## config.mk

```make
export PLATFORM = sky130hd
export DESIGN_NAME = lic_top
export DESIGN_NICKNAME = d
export VERILOG_FILES = /design/src/hdl/lic_pkg.sv /design/src/hdl/lic_buf.sv /design/src/hdl/lic_top.sv
export SDC_FILE = /design/constraint.sdc
export NUM_CORES = 1
export LEC_CHECK = 0
export ABC_AREA = 0
export BUFFER_PORTS_ARGS = -buffer_cell sky130_fd_sc_hd__buf_4
export CAP_MARGIN = 5
export CORE_AREA = 2 2 68 135
export DETAILED_ROUTE_END_ITERATION = 12
export DIE_AREA = 0 0 70 137
export PLACE_DENSITY = 0.76
export RECOVER_POWER = 100
export REMOVE_ABC_BUFFERS = 1
export SETUP_SLACK_MARGIN = 0.3
export SYNTH_ARGS = -nofsm -noshare
export SYNTH_HDL_FRONTEND = slang
export SYNTH_SLANG_ARGS = --single-unit
```

## constraint.sdc

```tcl
create_clock -name clk -period 2.4 [get_ports clk]
set_clock_uncertainty 0.2 [all_clocks]
set_input_delay 0.12 -clock clk [delete_from_list [all_inputs] [get_ports clk]]
set_output_delay 0.12 -clock clk [all_outputs]
set_load 0.05 [all_outputs]
```

## src/hdl/lic_pkg.sv

```systemverilog
// package: register map, field positions and timing for the line control block
//
// Operation
// - cmi coder emits two half-bit symbols per data bit when cmi is on
// - a one bit is a single level held for the whole bit period
// - a zero bit is low in the first half, high in the second
// - bit 7 of control register four enables transmit and receive cmi together
// - positive transmit output carries cmi data at normal levels when enabled
// - hdb3 or b8zs substituted data may still feed the cmi coder
// - positive receive input is decoded as cmi with a free-running bit strobe; the decoder times its halves from when cmi comes on
// - power-down bit zero powers transmitter down and floats both outputs
// - transmit on only if power-down bit one and pin control allows it
// - jitter attenuator disable bit one removes the attenuator from the path
// - buffer depth bit zero selects 128 bits, one selects 32 bits
// - placement bit zero puts attenuator in receive path, one in transmit
// - gain limit bit picks sensitivity, meaning differs between t1 and e1
// - build-out codes 100 and 101 are accepted and passed through
// - auto gain disable zero uses agc, one uses the six-bit manual gain
package lic_pkg;
  // ----------------------------------------------------------------
  // register offsets
  // ----------------------------------------------------------------
  localparam logic [7:0] LIC_OFS_CTRL_ONE = 8'h78;
  localparam logic [7:0] LIC_OFS_CTRL_TWO = 8'h79;
  localparam logic [7:0] LIC_OFS_CTRL_FOUR = 8'h7b;
  localparam logic [7:0] LIC_OFS_GAIN = 8'h7d;
  localparam logic [7:0] LIC_OFS_STATUS = 8'h7e;
  localparam logic [7:0] LIC_RST_VAL = 8'h00;
  // ----------------------------------------------------------------
  // field positions
  // ----------------------------------------------------------------
  localparam int LIC_B_TX_PD = 0;
  localparam int LIC_B_JA_DIS = 1;
  localparam int LIC_B_JA_DEPTH = 2;
  localparam int LIC_B_JA_SIDE = 3;
  localparam int LIC_B_EGL = 4;
  localparam int LIC_B_BO_LO = 5;
  localparam int LIC_B_ETS = 7;
  localparam int LIC_B_CMI_EN = 7;
  localparam int LIC_B_TT0 = 0;
  localparam int LIC_B_TT1 = 1;
  localparam int LIC_B_AGC_DIS = 6;
  // ----------------------------------------------------------------
  // jitter buffer depths in bits
  // ----------------------------------------------------------------
  localparam logic [7:0] LIC_JA_DEEP = 8'd128;
  localparam logic [7:0] LIC_JA_SHALLOW = 8'd32;
  // ----------------------------------------------------------------
  // receive sensitivity codes, magnitude of limit in db
  // ----------------------------------------------------------------
  localparam logic [5:0] LIC_EGL_T1_FULL = 6'd36;
  localparam logic [5:0] LIC_EGL_T1_LIM = 6'd15;
  localparam logic [5:0] LIC_EGL_E1_SHORT = 6'd12;
  localparam logic [5:0] LIC_EGL_E1_LONG = 6'd43;
  // ----------------------------------------------------------------
  // coder timing: half bit length in clk cycles
  // ----------------------------------------------------------------
  localparam int LIC_HALF_BIT = 2;
  // coder states
  typedef enum logic [2:0] {
    LIC_ST_IDLE = 3'b001,
    LIC_ST_FIRST = 3'b010,
    LIC_ST_SECOND = 3'b100
  } lic_state_type;
endpackage : lic_pkg

```

## src/hdl/lic_buf.sv

```systemverilog
// two-entry valid/ready buffer for the transmit data path
`timescale 1ns/1ps
module lic_buf #(
  parameter int WIDTH = 1
) (
  // clock and reset
  input wire logic clk,
  input wire logic rst_n,
  // fill side
  input wire logic [WIDTH-1:0] in_data,
  input wire logic in_valid,
  output logic in_ready,
  // drain side
  output logic [WIDTH-1:0] out_data,
  output logic out_valid,
  input wire logic out_ready
);
  logic [WIDTH-1:0] mem_r [2];
  logic [WIDTH-1:0] mem_nxt [2];
  logic wp_r, wp_nxt, rp_r, rp_nxt;
  logic [1:0] cnt_r, cnt_nxt;
  logic push, pop;
  logic rdy_r, rdy_nxt;

  // ready registered from the next count, so source stalls when full
  assign in_ready = rdy_r;
  assign out_valid = (cnt_r != 2'd0);
  assign out_data = mem_r[rp_r];
  assign push = in_valid && in_ready;
  assign pop = out_valid && out_ready;

  // next pointers and count
  always_comb begin
    mem_nxt = mem_r;
    wp_nxt = wp_r;
    rp_nxt = rp_r;
    cnt_nxt = cnt_r;
    if (push) begin
      mem_nxt[wp_r] = in_data;
      wp_nxt = ~wp_r;
    end
    if (pop) begin
      rp_nxt = ~rp_r;
    end
    if (push && !pop) begin
      cnt_nxt = cnt_r + 2'd1;
    end else if (pop && !push) begin
      cnt_nxt = cnt_r - 2'd1;
    end
    rdy_nxt = (cnt_nxt != 2'd2);
  end

  // register
  always_ff @(posedge clk or negedge rst_n) begin
    if (!rst_n) begin
      mem_r[0] <= '0;
      mem_r[1] <= '0;
      wp_r <= 1'b0;
      rp_r <= 1'b0;
      cnt_r <= 2'd0;
      rdy_r <= 1'b1;
    end else begin
      mem_r <= mem_nxt;
      wp_r <= wp_nxt;
      rp_r <= rp_nxt;
      cnt_r <= cnt_nxt;
      rdy_r <= rdy_nxt;
    end
  end
endmodule : lic_buf

```

## src/hdl/lic_top.sv

```systemverilog
// line interface control: registers, power-down decision, cmi coder/decoder
`timescale 1ns/1ps
module lic_top
  import lic_pkg::*;
#(
  parameter int HALF_BIT = LIC_HALF_BIT
) (
  // clock and reset
  input wire logic clk,
  input wire logic rst_n,
  // register port
  input wire logic [7:0] addr,
  input wire logic [7:0] wdata,
  input wire logic wr,
  input wire logic rd,
  output logic [7:0] rdata,
  // pins
  input wire logic tx_power_down_pin,
  input wire logic pin_control_select,
  // transmit data, already zero-substituted upstream when wanted
  input wire logic tx_data,
  input wire logic tx_valid,
  output logic tx_ready,
  // transmit line
  output logic tx_line_pos,
  output logic tx_line_pos_oe_n,
  output logic tx_line_neg,
  output logic tx_line_neg_oe_n,
  // receive line
  input wire logic rx_line_pos,
  output logic rx_data,
  output logic rx_clk_en,
  // analog controls
  output logic tx_enable,
  output logic ja_enable,
  output logic ja_on_tx_side,
  output logic [7:0] ja_depth,
  output logic [5:0] eq_limit_db,
  output logic [2:0] buildout_sel,
  output logic [5:0] tx_gain
);
  // ----------------------------------------------------------------
  // registers
  // ----------------------------------------------------------------
  logic [7:0] line_ctrl_one_r, line_ctrl_one_nxt;
  logic [7:0] line_ctrl_two_r, line_ctrl_two_nxt;
  logic [7:0] line_ctrl_four_r, line_ctrl_four_nxt;
  logic [7:0] gain_ctrl_r, gain_ctrl_nxt;
  logic [7:0] rdata_r, rdata_nxt;
  logic tx_on;
  logic cmi_on;

  // decode writes, build read answer
  always_comb begin
    line_ctrl_one_nxt = line_ctrl_one_r;
    line_ctrl_two_nxt = line_ctrl_two_r;
    line_ctrl_four_nxt = line_ctrl_four_r;
    gain_ctrl_nxt = gain_ctrl_r;
    rdata_nxt = 8'h00;
    if (wr) begin
      case (addr)
        // all eight build-out codes stored as written
        LIC_OFS_CTRL_ONE: line_ctrl_one_nxt = wdata;
        LIC_OFS_CTRL_TWO: line_ctrl_two_nxt = wdata;
        LIC_OFS_CTRL_FOUR: line_ctrl_four_nxt = wdata;
        LIC_OFS_GAIN: gain_ctrl_nxt = {1'b0, wdata[6:0]};
        default: ;
      endcase
    end
    if (rd) begin
      case (addr)
        LIC_OFS_CTRL_ONE: rdata_nxt = line_ctrl_one_r;
        LIC_OFS_CTRL_TWO: rdata_nxt = line_ctrl_two_r;
        LIC_OFS_CTRL_FOUR: rdata_nxt = line_ctrl_four_r;
        LIC_OFS_GAIN: rdata_nxt = gain_ctrl_r;
        LIC_OFS_STATUS: rdata_nxt = {6'h00, cmi_on, tx_on};
        default: rdata_nxt = 8'h00;
      endcase
    end
  end

  // register store; all zero leaves transmitter down
  always_ff @(posedge clk or negedge rst_n) begin
    if (!rst_n) begin
      line_ctrl_one_r <= LIC_RST_VAL;
      line_ctrl_two_r <= LIC_RST_VAL;
      line_ctrl_four_r <= LIC_RST_VAL;
      gain_ctrl_r <= LIC_RST_VAL;
      rdata_r <= 8'h00;
    end else begin
      line_ctrl_one_r <= line_ctrl_one_nxt;
      line_ctrl_two_r <= line_ctrl_two_nxt;
      line_ctrl_four_r <= line_ctrl_four_nxt;
      gain_ctrl_r <= gain_ctrl_nxt;
      rdata_r <= rdata_nxt;
    end
  end
  assign rdata = rdata_r;

  // ----------------------------------------------------------------
  // power-down decision
  // ----------------------------------------------------------------
  // bit one and pin either ignored or low
  assign tx_on = line_ctrl_one_r[LIC_B_TX_PD]
    && (!pin_control_select || !tx_power_down_pin);
  // one control bit covers both directions
  assign cmi_on = line_ctrl_four_r[LIC_B_CMI_EN];

  // ----------------------------------------------------------------
  // static control outputs
  // ----------------------------------------------------------------
  logic ja_en_nxt, ja_side_nxt;
  logic [7:0] depth_nxt;
  logic [5:0] eq_nxt, gain_nxt;
  logic ja_en_r, ja_side_r, tx_en_r;
  logic [7:0] depth_r;
  logic [5:0] eq_r, gain_r;
  logic [2:0] bo_r;

  // decode control fields
  always_comb begin
    ja_en_nxt = !line_ctrl_one_r[LIC_B_JA_DIS];
    depth_nxt = line_ctrl_one_r[LIC_B_JA_DEPTH] ? LIC_JA_SHALLOW
      : LIC_JA_DEEP;
    ja_side_nxt = line_ctrl_one_r[LIC_B_JA_SIDE];
    if (line_ctrl_two_r[LIC_B_ETS]) begin
      eq_nxt = line_ctrl_one_r[LIC_B_EGL] ? LIC_EGL_E1_LONG
        : LIC_EGL_E1_SHORT;
    end else begin
      eq_nxt = line_ctrl_one_r[LIC_B_EGL] ? LIC_EGL_T1_LIM
        : LIC_EGL_T1_FULL;
    end
    // zero means agc runs, manual field ignored
    gain_nxt = gain_ctrl_r[LIC_B_AGC_DIS] ? gain_ctrl_r[5:0]
      : 6'h00;
  end

  // register control outputs
  always_ff @(posedge clk or negedge rst_n) begin
    if (!rst_n) begin
      ja_en_r <= 1'b1;
      ja_side_r <= 1'b0;
      depth_r <= LIC_JA_DEEP;
      eq_r <= LIC_EGL_T1_FULL;
      gain_r <= 6'h00;
      bo_r <= 3'h0;
      tx_en_r <= 1'b0;
    end else begin
      ja_en_r <= ja_en_nxt;
      ja_side_r <= ja_side_nxt;
      depth_r <= depth_nxt;
      eq_r <= eq_nxt;
      gain_r <= gain_nxt;
      bo_r <= line_ctrl_one_r[LIC_B_BO_LO +: 3];
      tx_en_r <= tx_on;
    end
  end
  assign ja_enable = ja_en_r;
  assign ja_on_tx_side = ja_side_r;
  assign ja_depth = depth_r;
  assign eq_limit_db = eq_r;
  assign tx_gain = gain_r;
  assign buildout_sel = bo_r;
  assign tx_enable = tx_en_r;

  // ----------------------------------------------------------------
  // cmi coder
  // ----------------------------------------------------------------
  logic buf_data, buf_valid, buf_ready;

  // buffer absorbs a stall while coder is busy or off
  lic_buf #(.WIDTH(1)) u_buf (
    .clk(clk),
    .rst_n(rst_n),
    .in_data(tx_data),
    .in_valid(tx_valid),
    .in_ready(tx_ready),
    .out_data(buf_data),
    .out_valid(buf_valid),
    .out_ready(buf_ready)
  );

  lic_state_type st_r, st_nxt;
  logic [7:0] cnt_r, cnt_nxt;
  logic bit_r, bit_nxt;
  logic mark_r, mark_nxt;
  logic line_r, line_nxt;
  logic oe_n_r, oe_n_nxt;

  // coder takes a bit only when cmi and transmitter are on
  assign buf_ready = cmi_on && tx_on
    && ((st_r == LIC_ST_IDLE)
    || (st_r == LIC_ST_SECOND && cnt_r == 8'(HALF_BIT - 1)));

  // next state of the coder
  always_comb begin
    st_nxt = st_r;
    cnt_nxt = cnt_r;
    bit_nxt = bit_r;
    mark_nxt = mark_r;
    line_nxt = line_r;
    oe_n_nxt = !tx_on;
    case (st_r)
      LIC_ST_IDLE: begin
        line_nxt = 1'b0;
      end
      LIC_ST_FIRST: begin
        if (cnt_r == 8'(HALF_BIT - 1)) begin
          st_nxt = LIC_ST_SECOND;
          cnt_nxt = 8'h00;
          // zero rises at mid period, one holds
          line_nxt = bit_r ? mark_r : 1'b1;
        end else begin
          cnt_nxt = cnt_r + 8'h01;
        end
      end
      LIC_ST_SECOND: begin
        if (cnt_r == 8'(HALF_BIT - 1)) begin
          st_nxt = LIC_ST_IDLE;
          cnt_nxt = 8'h00;
          line_nxt = 1'b0;
        end else begin
          cnt_nxt = cnt_r + 8'h01;
        end
      end
      default: begin
        st_nxt = LIC_ST_IDLE;
        cnt_nxt = 8'h00;
      end
    endcase
    // each bit split into two half-period symbols
    if (buf_valid && buf_ready) begin
      st_nxt = LIC_ST_FIRST;
      cnt_nxt = 8'h00;
      bit_nxt = buf_data;
      if (buf_data) begin
        line_nxt = !mark_r;
        mark_nxt = !mark_r;
      end else begin
        line_nxt = 1'b0;
      end
    end
    if (!cmi_on || !tx_on) begin
      st_nxt = LIC_ST_IDLE;
      line_nxt = 1'b0;
    end
  end

  // coder registers; mark starts low so first one goes high
  always_ff @(posedge clk or negedge rst_n) begin
    if (!rst_n) begin
      st_r <= LIC_ST_IDLE;
      cnt_r <= 8'h00;
      bit_r <= 1'b0;
      mark_r <= 1'b0;
      line_r <= 1'b0;
      oe_n_r <= 1'b1;
    end else begin
      st_r <= st_nxt;
      cnt_r <= cnt_nxt;
      bit_r <= bit_nxt;
      mark_r <= mark_nxt;
      line_r <= line_nxt;
      oe_n_r <= oe_n_nxt;
    end
  end
  // positive output carries the cmi stream; negative held low
  assign tx_line_pos = line_r;
  assign tx_line_pos_oe_n = oe_n_r;
  assign tx_line_neg = 1'b0;
  assign tx_line_neg_oe_n = oe_n_r;

  // ----------------------------------------------------------------
  // cmi decoder: samples each half period, second-half sample compared with the first
  // ----------------------------------------------------------------
  logic [7:0] rcnt_r, rcnt_nxt;
  logic half_r, half_nxt;
  logic first_r, first_nxt;
  logic rdat_r, rdat_nxt;
  logic rstb_r, rstb_nxt;

  // a half that differs from the other means a zero
  always_comb begin
    rcnt_nxt = rcnt_r;
    half_nxt = half_r;
    first_nxt = first_r;
    rdat_nxt = rdat_r;
    rstb_nxt = 1'b0;
    if (!cmi_on) begin
      rcnt_nxt = 8'h00;
      half_nxt = 1'b0;
    end else if (rcnt_r == 8'(HALF_BIT - 1)) begin
      rcnt_nxt = 8'h00;
      half_nxt = !half_r;
      if (!half_r) begin
        first_nxt = rx_line_pos;
      end else begin
        rdat_nxt = (first_r == rx_line_pos);
        rstb_nxt = 1'b1;
      end
    end else begin
      rcnt_nxt = rcnt_r + 8'h01;
    end
  end

  // decoder registers; strobe marks each bit, timed from when cmi comes on, not from the line
  always_ff @(posedge clk or negedge rst_n) begin
    if (!rst_n) begin
      rcnt_r <= 8'h00;
      half_r <= 1'b0;
      first_r <= 1'b0;
      rdat_r <= 1'b0;
      rstb_r <= 1'b0;
    end else begin
      rcnt_r <= rcnt_nxt;
      half_r <= half_nxt;
      first_r <= first_nxt;
      rdat_r <= rdat_nxt;
      rstb_r <= rstb_nxt;
    end
  end
  assign rx_data = rdat_r;
  assign rx_clk_en = rstb_r;
endmodule : lic_top

```

==> results of run 1 <==
final timing paths:
check,cells past startpoint,end,slack [ps]
worst max-delay path,6,tx_line_pos$_DFFE_PN0P_,210
worst min-delay path,3,u_buf.wp_r$_DFFE_PN0P_,30
worst max register to register,6,tx_line_pos$_DFFE_PN0P_,210
worst min register to register,0,buildout_sel[0]$_DFF_PN0_,200
max in group asynchronous,3,line_ctrl_one_r[0]$_DFFE_PN0P_,490
min in group asynchronous,2,u_buf.rp_r$_DFFE_PN0N_,380
placed cells by master, fill, tap and decap left out, drive strengths merged, types with 2 or more instances in the layout:
cell | synthesis | final
nor3b | 3 | 3
nor2 | 29 | 29
nand4 | 9 | 9
inv | 15 | 15
clkbuf | 6 | 54
nor2b | 2 | 2
and2b | 2 | 2
and2 | 9 | 9
xor2 | 12 | 12
clkinvlp | 0 | 2
xnor2 | 8 | 8
a211oi | 2 | 2
and3 | 8 | 8
dfstp | 7 | 7
a22o | 5 | 5
o21ai | 5 | 5
ha | 7 | 7
o22ai | 2 | 2
nor4 | 2 | 2
or3 | 2 | 2
o21a | 2 | 2
mux2 | 40 | 40
a22oi | 8 | 8
clkinv | 0 | 2
dfrtp | 84 | 84
a21oi | 6 | 6
nand2 | 22 | 22
mux2i | 3 | 3
conb | 1 | 8
buf | 18 | 37
o2111ai | 2 | 2
nand3 | 8 | 8
dlygate4sd3 | 0 | 16
nor3 | 3 | 3
nand2b | 4 | 4
sequential cells by signal, indices dropped and copies added, names as in the netlist, 2 cells and up:
name,flops
buildout_sel,3
tx_gain,6
line_ctrl_two_r,8
gain_ctrl_r,7
st_r,3
cnt_r,8
line_ctrl_one_r,8
rcnt_r,8
u_buf.cnt_r,2
ja_depth,2
rdata,8
line_ctrl_four_r,8
eq_limit_db,4
u_buf.mem_r,2
routing by layer:
layer,vias to the layer above,global-route usage
li1,1383,-
met1,1488,0.2149
met2,104,0.3741
met3,19,0.03608
met4,0,0.09295
met5,-,0
repair_timing:
item,4_1_cts,5_1_grt
hold endpoints to repair,88,0
setup buffers,4,12
resized for setup,7,6
pin swaps,3,6
endpoints found under the setup margin,19,28
hold buffers,16,0
tightest hold or removal path, stage by stage:
cell and delay (ps):
buf_4 110, nand2_1 200, xnor2_1 90
logic make-up after synthesis:
kind of cell	count (synthesis)	synth area share
XOR/XNOR	20	0.04195
other	1	0.0008981
AO/OA/AOI/OAI	40	0.07792
adder cells (fa/ha/maj)	8	0.02337
flip-flops	91	0.5475
multiplexers	43	0.1151
AND/OR/NAND/NOR	109	0.1453
buffers and inverters	39	0.04795
metrics by stage:
stage               cell area, µm²  instances
floorplan                     4058        334
global placement              4671        499
detailed placement            4671        499
CTS                           5196        535
global route                  5139        547
finish                        5139        547
final cells by class:
cell class              instances  share of cell area
flip-flops and latches         91              0.4448
multi-input cells             228              0.3382
repair buffers                 97              0.1222
clock buffers                  11             0.04724
well taps                     100             0.02435
clock inverters                 5             0.01217
inverters                      15             0.01096
where the power goes:
group | switching [µW] | leakage (µW) | internal (µW)
combinational | 363 | 0.00102 | 290
sequential | 79.1 | 0.00120 | 1640
clock | 578 | 0.000142 | 839
total | 1020 | 0.00236 | 2770
==> flow_summary_export.csv, run 1 <==
group,metric,value,unit
sta,timing.final.ws_setup,207.0,ps
logic_synthesis,synth_area_leaders,"dfrtp_1 (50%), mux2_2 (11%), dfstp_2 (4.4%), nor2_1 (2.5%), xor2_1 (2.5%)",
worst_setup_path,critPathTopFamily,"simple AND/OR/NAND/NOR gates",
logic_synthesis,synth_cell_types,57,
worst_setup_path,start_kind,"flip-flop",
cts,cts_sinks,91,
sta,slew-limit-headroom,0.1678,
worst_setup_path,endpoint_kind,"flip-flop",
power_and_ir_drop,peakVddDrop,0.0005333,V
sta,rsz0062_at_grt,"yes",
logic_synthesis,synthArstFlopShare,1.000,
finish,drive_gt1_frac,0.2617,
logic_synthesis,syn-cell-area,4175,µm²
cts,cts_made_buffers,9,
worst_setup_path,critPathLaunch,"line_ctrl_one_r[0]$_DFFE_PN0P_",
place,gp_congestion,0.8791,
logic_synthesis,yosysTopAreaCell,"dfrtp_1",
cts,worstSkewPairLatency,340,ps
grt,groute.usage.overall,0.2001,
logic_synthesis,ys_seq_elements,91,
sta,setup_viol,0,
worst_setup_path,path_cells,"inv_1 -> a21oi_1 -> inv_1 -> or3_4 -> or4_4 -> a211oi_2",
power_and_ir_drop,p_per_area,738.0,nW/µm²
worst_setup_path,crit_required,2450,ps
detailed_routing,wirelength,9.332,mm
power_and_ir_drop,power.total,3792,µW
worst_setup_path,path_class,"reg -> reg",
cts,clk_pin_slew,60,ps
grt,grt_max_degree,53,
floorplan,die_w,70,µm
cts,tritoncts,"built",
detailed_routing,drc_errors,0,
floorplan,core-area,8528,µm²
grt,grt_pass1_vias,3063,
logic_synthesis,synth.most_common_cell,"dfrtp_1",
detailed_routing,vias,2994,
min_path,worstHoldStart,"tx_valid",
detailed_routing,antenna_violating_nets_post_route,0,
logic_synthesis,ys_warn_count,0,
finish,synthToLayoutAreaGrowth,23.07,%
floorplan,pin_count,66,
outcome,status,"finished, final reports clean",
place,port_buffers,57,
worst_setup_path,worstPathArrival,2240,ps
sta,period_share,0.9138,
floorplan,start_util,0.4896,
sta,slew_violations,0,
detailed_routing,wire_per_inst,17.06,µm
logic_synthesis,synth.avg_cell_area,11.90,µm²
sta,tns,0,ps
grt,antenna_found_initial,0,
sta,hold_violations,0,
finish,fill_cells,739,
cts,clock-root-buffer,"clkbuf_16",
detailed_routing,highest_layer,"met4",
grt,grt_pass1_wl,14.81,mm
floorplan,rows,48,
detailed_routing,drt-pass1-iter-count,4,
detailed_routing,viasPerCell,5.473,
sta,worst_pin_slew,1248,ps
job,cap_viol_max_count,0,
worst_setup_path,cp_slowest_cell,"or4_4",
logic_synthesis,syn_inst,351,
finish,multiInputGateArea,1738,µm²
detailed_routing,wirelength_met1,3.359,mm
logic_synthesis,synth_top_area_share,0.5034,
floorplan,fp.dieArea,9590,µm²
finish,register_area,2286,µm²
detailed_routing,drt_iter0_drc,175,
worst_setup_path,crit_fanout,6,
power_and_ir_drop,p_leak,0.002364,µW
finish,final_util,0.6026,
worst_setup_path,worstReg2RegStart,"line_ctrl_one_r[0]$_DFFE_PN0P_",
worst_setup_path,critPathBufInv,2,
place,hpwl,6.513,mm
logic_synthesis,synth-edff-count,0,
sta,min_period,2193,ps
place,pre_cts_ws,150.5,ps
logic_synthesis,synthFlopType,"dfrtp_1",
sta,hold_ws,28.62,ps
cts,cts-htree-levels,3,
logic_synthesis,yosysSeqAreaShare,0.5475,
grt,grt-ovfl-total,0,
finish,nets,474,
min_path,hold_path_class,"in -> reg",
sta,fmax,456.0,MHz
worst_setup_path,crit_top_cell,"inv_1",
floorplan,die_y,137,µm
finish,antennaDiodeCount,0,
detailed_routing,wl_met2,5.296,mm
cts,cts_buffer_depth,2,
logic_synthesis,synth.top_cells.by_count,"dfrtp_1 (84), mux2_2 (40), nor2_1 (28)",
detailed_routing,dr_wl_met3,444,µm
worst_setup_path,cpPeakStageDelay,490,ps
Note: power is estimated with default switching activity, not from simulation.
==> run 2, diff against run 1 <==
--- a/config.mk
+++ b/config.mk
@@ -7,13 +7,12 @@
 export LEC_CHECK = 0
 export ABC_AREA = 0
 export BUFFER_PORTS_ARGS = -buffer_cell sky130_fd_sc_hd__buf_4
-export CAP_MARGIN = 5
 export CORE_AREA = 2 2 68 135
+export CTS_BUF_LIST = sky130_fd_sc_hd__clkbuf_4 sky130_fd_sc_hd__clkbuf_8
 export DETAILED_ROUTE_END_ITERATION = 12
 export DIE_AREA = 0 0 70 137
 export PLACE_DENSITY = 0.76
 export RECOVER_POWER = 100
-export REMOVE_ABC_BUFFERS = 1
 export SETUP_SLACK_MARGIN = 0.3
 export SYNTH_ARGS = -nofsm -noshare
 export SYNTH_HDL_FRONTEND = slang
==> flow_summary_export.csv, run 2 (synthesis results as in run 1) <==
group,metric,value,unit
place,hpwl,6.517,mm
sta,slew_violations,0,
finish,nets,474,
sta,hold_ws,58.10,ps
sta,min_period,2265,ps
grt,grt_pass1_vias,3003,
power_and_ir_drop,p_per_area,687.4,nW/µm²
sta,fmax,441.5,MHz
power_and_ir_drop,peakVddDrop,0.0005178,V
detailed_routing,drt-pass1-iter-count,4,
sta,worst_pin_slew,1186,ps
floorplan,start_util,0.4896,
sta,tns,0,ps
detailed_routing,viasPerCell,5.426,
job,cap_viol_max_count,0,
floorplan,die_w,70,µm
outcome,status,"finished, final reports clean",
detailed_routing,drt_iter0_drc,186,
floorplan,die_y,137,µm
grt,grt_pass1_wl,14.78,mm
finish,drive_gt1_frac,0.2506,
finish,synthToLayoutAreaGrowth,20.02,%
worst_setup_path,cp_slowest_cell,"dlygate4sd3_1",
detailed_routing,antenna_violating_nets_post_route,0,
floorplan,pin_count,66,
place,port_buffers,57,
detailed_routing,drc_errors,0,
worst_setup_path,crit_required,2480,ps
grt,grt-ovfl-total,0,
sta,rsz0062_at_grt,"yes",
floorplan,rows,48,
detailed_routing,wirelength,9.059,mm
worst_setup_path,worstPathArrival,2340,ps
worst_setup_path,crit_fanout,6,
place,gp_congestion,0.9060,
finish,final_common_cell,"dfrtp_1",
worst_setup_path,start_kind,"input port",
grt,grt_max_degree,50,
min_path,worstHoldStart,"addr[7]",
grt,antenna_found_initial,0,
power_and_ir_drop,p_leak,0.002315,µW
detailed_routing,wire_per_inst,16.56,µm
worst_setup_path,path_class,"in -> reg",
worst_setup_path,cpPeakStageDelay,540,ps
sta,period_share,0.9437,
detailed_routing,vias,2968,
worst_setup_path,endpoint_kind,"flip-flop",
cts,cts_buffer_depth,2,
sta,hold_violations,0,
cts,cts_made_buffers,9,
worst_setup_path,worstReg2RegStart,"line_ctrl_one_r[0]$_DFFE_PN0P_",
worst_setup_path,critPathBufInv,3,
cts,worstSkewPairLatency,370,ps
cts,tritoncts,"built",
floorplan,fp.dieArea,9590,µm²
cts,clk_pin_slew,90,ps
finish,fill_cells,768,
cts,clock-root-buffer,"clkbuf_8",
finish,layout_common_cells,"dfrtp_1 (84), clkbuf_1 (40), mux2_2 (37)",
finish,antennaDiodeCount,0,
sta,slew-limit-headroom,0.2095,
cts,cts-htree-levels,3,
floorplan,core-area,8528,µm²
worst_setup_path,critPathTopFamily,"simple AND/OR/NAND/NOR gates",
sta,setup_viol,0,
grt,groute.usage.overall,0.1999,
min_path,hold_path_class,"in -> reg",
worst_setup_path,r2r_slack,210,ps
worst_setup_path,path_cells,"dlygate4sd3_1 -> clkbuf_1 -> a21oi_4 -> inv_1 -> or3_1 -> or4_1 -> a211oi_1",
worst_setup_path,critPathLaunch,"pin_control_select",
cts,cts_sinks,91,
[run 2: repair_timing]
action                                  4_1_cts  5_1_grt
hold endpoints to repair                     91        0
pin swaps                                     4        5
hold buffers                                 17        0
buffers inserted                              7        5
resized for setup                             6        4
endpoints found under the setup margin        4       27
[run 2: layout make-up]
type	count	area (µm²)	area share
Clock buffer	12	158.9	0.03171
Clock inverter	4	55.05	0.01099
Inverter	15	56.30	0.01124
Multi-Input combinational cell	228	1719	0.3431
Sequential cell	91	2286	0.4562
Tap cell	100	125.1	0.02497
Timing Repair Buffer	97	610.6	0.1218
[run 2: through the flow]
step / instance area [µm²] / power, µW / instances / util / worst slack, ps
after global routing: 5011 / 3618 / 547 / 0.5876 / 119.1
after CTS: 5167 / 3496 / 542 / 0.6059 / 196.6
final: 5011 / 3445 / 547 / 0.5876 / 135.2
after detailed placement: 4710 / 2343 / 502 / 0.5522 / 182.0
after global placement: 4710 / 2313 / 502 / 0.5522 / 257.8
after floorplan: 4218 / 2160 / 358 / - / 311.0
[run 2: final timing paths]
kind                                                       end  cells past startpoint
min in group asynchronous       line_ctrl_one_r[7]$_DFFE_PN0P_                      2
worst min register to register       buildout_sel[2]$_DFF_PN0_                      0
worst min-delay path                        rdata[1]$_DFF_PN0_                      4
worst max-delay path                   tx_line_pos$_DFFE_PN0P_                      7
worst max register to register         tx_line_pos$_DFFE_PN0P_                      6
max in group asynchronous             eq_limit_db[2]$_DFF_PN1_                      3
[run 2: power by group]
part	leakage (µW)	internal (µW)	switching, µW
combinational	0.00101	265	369
sequential	0.00120	1640	72.7
clock	0.000107	557	540
[run 2: worst reg2reg max path, delay by kind of cell, from the launching register on]
family                 cells  cell delay, ps
AND/OR/NAND/NOR            2             950
AO/OA/AOI/OAI              2             380
flip-flops                 1             360
buffers and inverters      2             220
[run 2: routing by layer]
metal,GRT usage,part of all wire,up-vias
li1,-,-,1385
met1,0.2114,0.37,1480
met2,0.3693,0.57,85
met3,0.04566,0.036,18
met4,0.09509,0.026,0
met5,0,0,-
==> run 3, diff against run 2 <==
--- a/config.mk
+++ b/config.mk
@@ -6,7 +6,7 @@
 export NUM_CORES = 1
 export LEC_CHECK = 0
 export ABC_AREA = 0
-export BUFFER_PORTS_ARGS = -buffer_cell sky130_fd_sc_hd__buf_4
+export BUFFER_PORTS_ARGS = -buffer_cell sky130_fd_sc_hd__buf_2
 export CORE_AREA = 2 2 68 135
 export CTS_BUF_LIST = sky130_fd_sc_hd__clkbuf_4 sky130_fd_sc_hd__clkbuf_8
 export DETAILED_ROUTE_END_ITERATION = 12
==> flow_summary_export.csv, run 3 (synthesis results as in run 1) <==
group,metric,value,unit
outcome,status,"finished, final reports clean",
grt,grt-ovfl-total,0,
finish,layout_common_cells,"dfrtp_1 (84), clkbuf_1 (40), mux2_2 (38)",
floorplan,start_util,0.4896,
finish,design_area,5087,µm²
finish,fill_cells,702,
detailed_routing,vias,2990,
detailed_routing,wire_per_inst,16.56,µm
worst_setup_path,crit_fanout,6,
worst_setup_path,worstPathArrival,2290,ps
floorplan,die_w,70,µm
sta,slew_violations,0,
finish,synthToLayoutAreaGrowth,21.85,%
cts,worstSkewPairLatency,370,ps
grt,grt_pass1_vias,3116,
power_and_ir_drop,pwr-share-comb,0.192,
cts,cts-htree-levels,3,
cts,clock-root-buffer,"clkbuf_8",
place,hpwl,6.359,mm
cts,tritoncts,"built",
min_path,holdPathStages,4,
floorplan,rows,48,
job,cap_viol_max_count,0,
power_and_ir_drop,p_leak,0.002352,µW
min_path,hold_path_class,"in -> reg",
grt,antenna_found_initial,0,
place,port_buffers,57,
place,placed_area,4582,µm²
power_and_ir_drop,power.total,3643,µW
min_path,worstHoldStart,"addr[0]",
sta,setup_viol,0,
finish,nets,481,
sta,rsz0062_at_grt,"yes",
detailed_routing,drt_iter0_drc,220,
power_and_ir_drop,peakVddDrop,0.0005874,V
worst_setup_path,start_kind,"input port",
sta,tns,0,ps
cts,cts_sinks,91,
min_path,hold-path-endpoint,"rdata[1]$_DFF_PN0_",
detailed_routing,drc_errors,0,
floorplan,die_y,137,µm
worst_setup_path,r2r_slack,240,ps
sta,period_share,0.9182,
power_and_ir_drop,p_per_area,716.1,nW/µm²
worst_setup_path,endpoint_kind,"flip-flop",
finish,drive_gt1_frac,0.2819,
worst_setup_path,path_class,"in -> reg",
worst_setup_path,crit_required,2490,ps
detailed_routing,wirelength,9.177,mm
power_and_ir_drop,p_int,2588,µW
cts,clk_pin_slew,90,ps
detailed_routing,viasPerCell,5.397,
place,gp_congestion,0.8929,
detailed_routing,drt-pass1-iter-count,4,
grt,grt_max_degree,47,
grt,grt_pass1_wl,15.10,mm
cts,cts_buffer_depth,2,
finish,final_common_cell,"dfrtp_1",
finish,multiInputGateArea,1752,µm²
floorplan,core-area,8528,µm²
sta,worst_pin_slew,1125,ps
power_and_ir_drop,p_sw_frac,0.2896,
power_and_ir_drop,p_clk_frac,0.336,
floorplan,fp.dieArea,9590,µm²
sta,min_period,2204,ps
sta,hold_violations,0,
finish,register_area,2286,µm²
sta,fmax,453.8,MHz
power_and_ir_drop,seq_power_share,0.472,
detailed_routing,antenna_violating_nets_post_route,0,
worst_setup_path,r2r_end,"tx_line_pos$_DFFE_PN0P_",
floorplan,pin_count,66,
grt,groute.usage.overall,0.2033,
worst_setup_path,worstReg2RegStart,"line_ctrl_one_r[0]$_DFFE_PN0P_",
power_and_ir_drop,power.net_switching,1055,µW
worst_setup_path,reg2regPathDepth,6,
cts,cts_made_buffers,9,
sta,slew-limit-headroom,0.2498,
finish,antennaDiodeCount,0,
## run 3: cell count changes in the layout (fill, tap and decap cells not counted), sizes merged
cell      before  now
buf           35   44
bufinv         1    2
clkbuf        57   53
clkinvlp       1    0
inv           17   19
## run 3: power groups by stage
stage	Clock (µW)	Sequential (µW)	Combinational, µW
3_3_place_gp	0	1750	543
6_report	1220	1720	701
5_1_grt	1310	1730	764
3_5_place_dp	0	1760	568
4_1_cts	1250	1720	683
2_1_floorplan	0	1800	361
## run 3: metrics by stage
step / utilization / hold WS, ps / worst slack [ps] / std cells
4_1_cts: 0.5990 / 13.71 / 289.6 / 548
3_3_place_gp: 0.5373 / -46.90 / 251.5 / 502
3_5_place_dp: 0.5373 / -39.03 / 195.6 / 502
2_1_floorplan: - / -375.6 / 311.0 / 358
5_1_grt: 0.5965 / 31.63 / 135.9 / 554
6_report: 0.5965 / 42.58 / 196.2 / 554
## run 3: how the worst max path moves through the flow
stage	cells after the start	startpoint	end
floorplan	6	rcnt_r[1]$_DFF_PN0_	rx_data$_DFFE_PN0P_
global placement	6	rcnt_r[1]$_DFF_PN0_	rx_data$_DFFE_PN0P_
detailed placement	6	rcnt_r[1]$_DFF_PN0_	rx_data$_DFFE_PN0P_
CTS	5	st_r[0]$_DFFE_PN1P_	u_buf.cnt_r[1]$_DFF_PN0_
global route	9	pin_control_select	u_buf.cnt_r[0]$_DFF_PN0_
finish	7	pin_control_select	tx_line_pos$_DFFE_PN0P_
## run 3: critical path, cell delays in order
cell and delay, ps:
dlygate4sd3_1 540, clkbuf_1 120, a21oi_1 280, inv_2 130, or3_4 390, or4_4 530, a211oi_2 190
## run 3: timing repair
item                                   4_1_cts  5_1_grt
resized for setup                            5        8
setup buffers                               13        6
hold buffers                                17        0
setup endpoints to repair                    8       17
pin swaps                                    6        4
endpoints found under the hold margin       88        0
## run 3: cell type report
type	count	area share
sequential	91	0.4493
multi-input combinational	228	0.3443
timing repair buffer	104	0.1235
clock buffer	10	0.02705
tap	100	0.02459
clock inverter	6	0.02017
inverter	15	0.01107
## run 3: layer usage
| layer | vias to the layer above | share of wire | global-route usage |
|---|---|---|---|
| met5 | - | 0 | 0 |
| li1 | 1400 | - | - |
| met2 | 95 | 0.57 | 0.3799 |
| met1 | 1473 | 0.36 | 0.2156 |
| met4 | 0 | 0.030 | 0.1015 |
| met3 | 22 | 0.039 | 0.03608 |
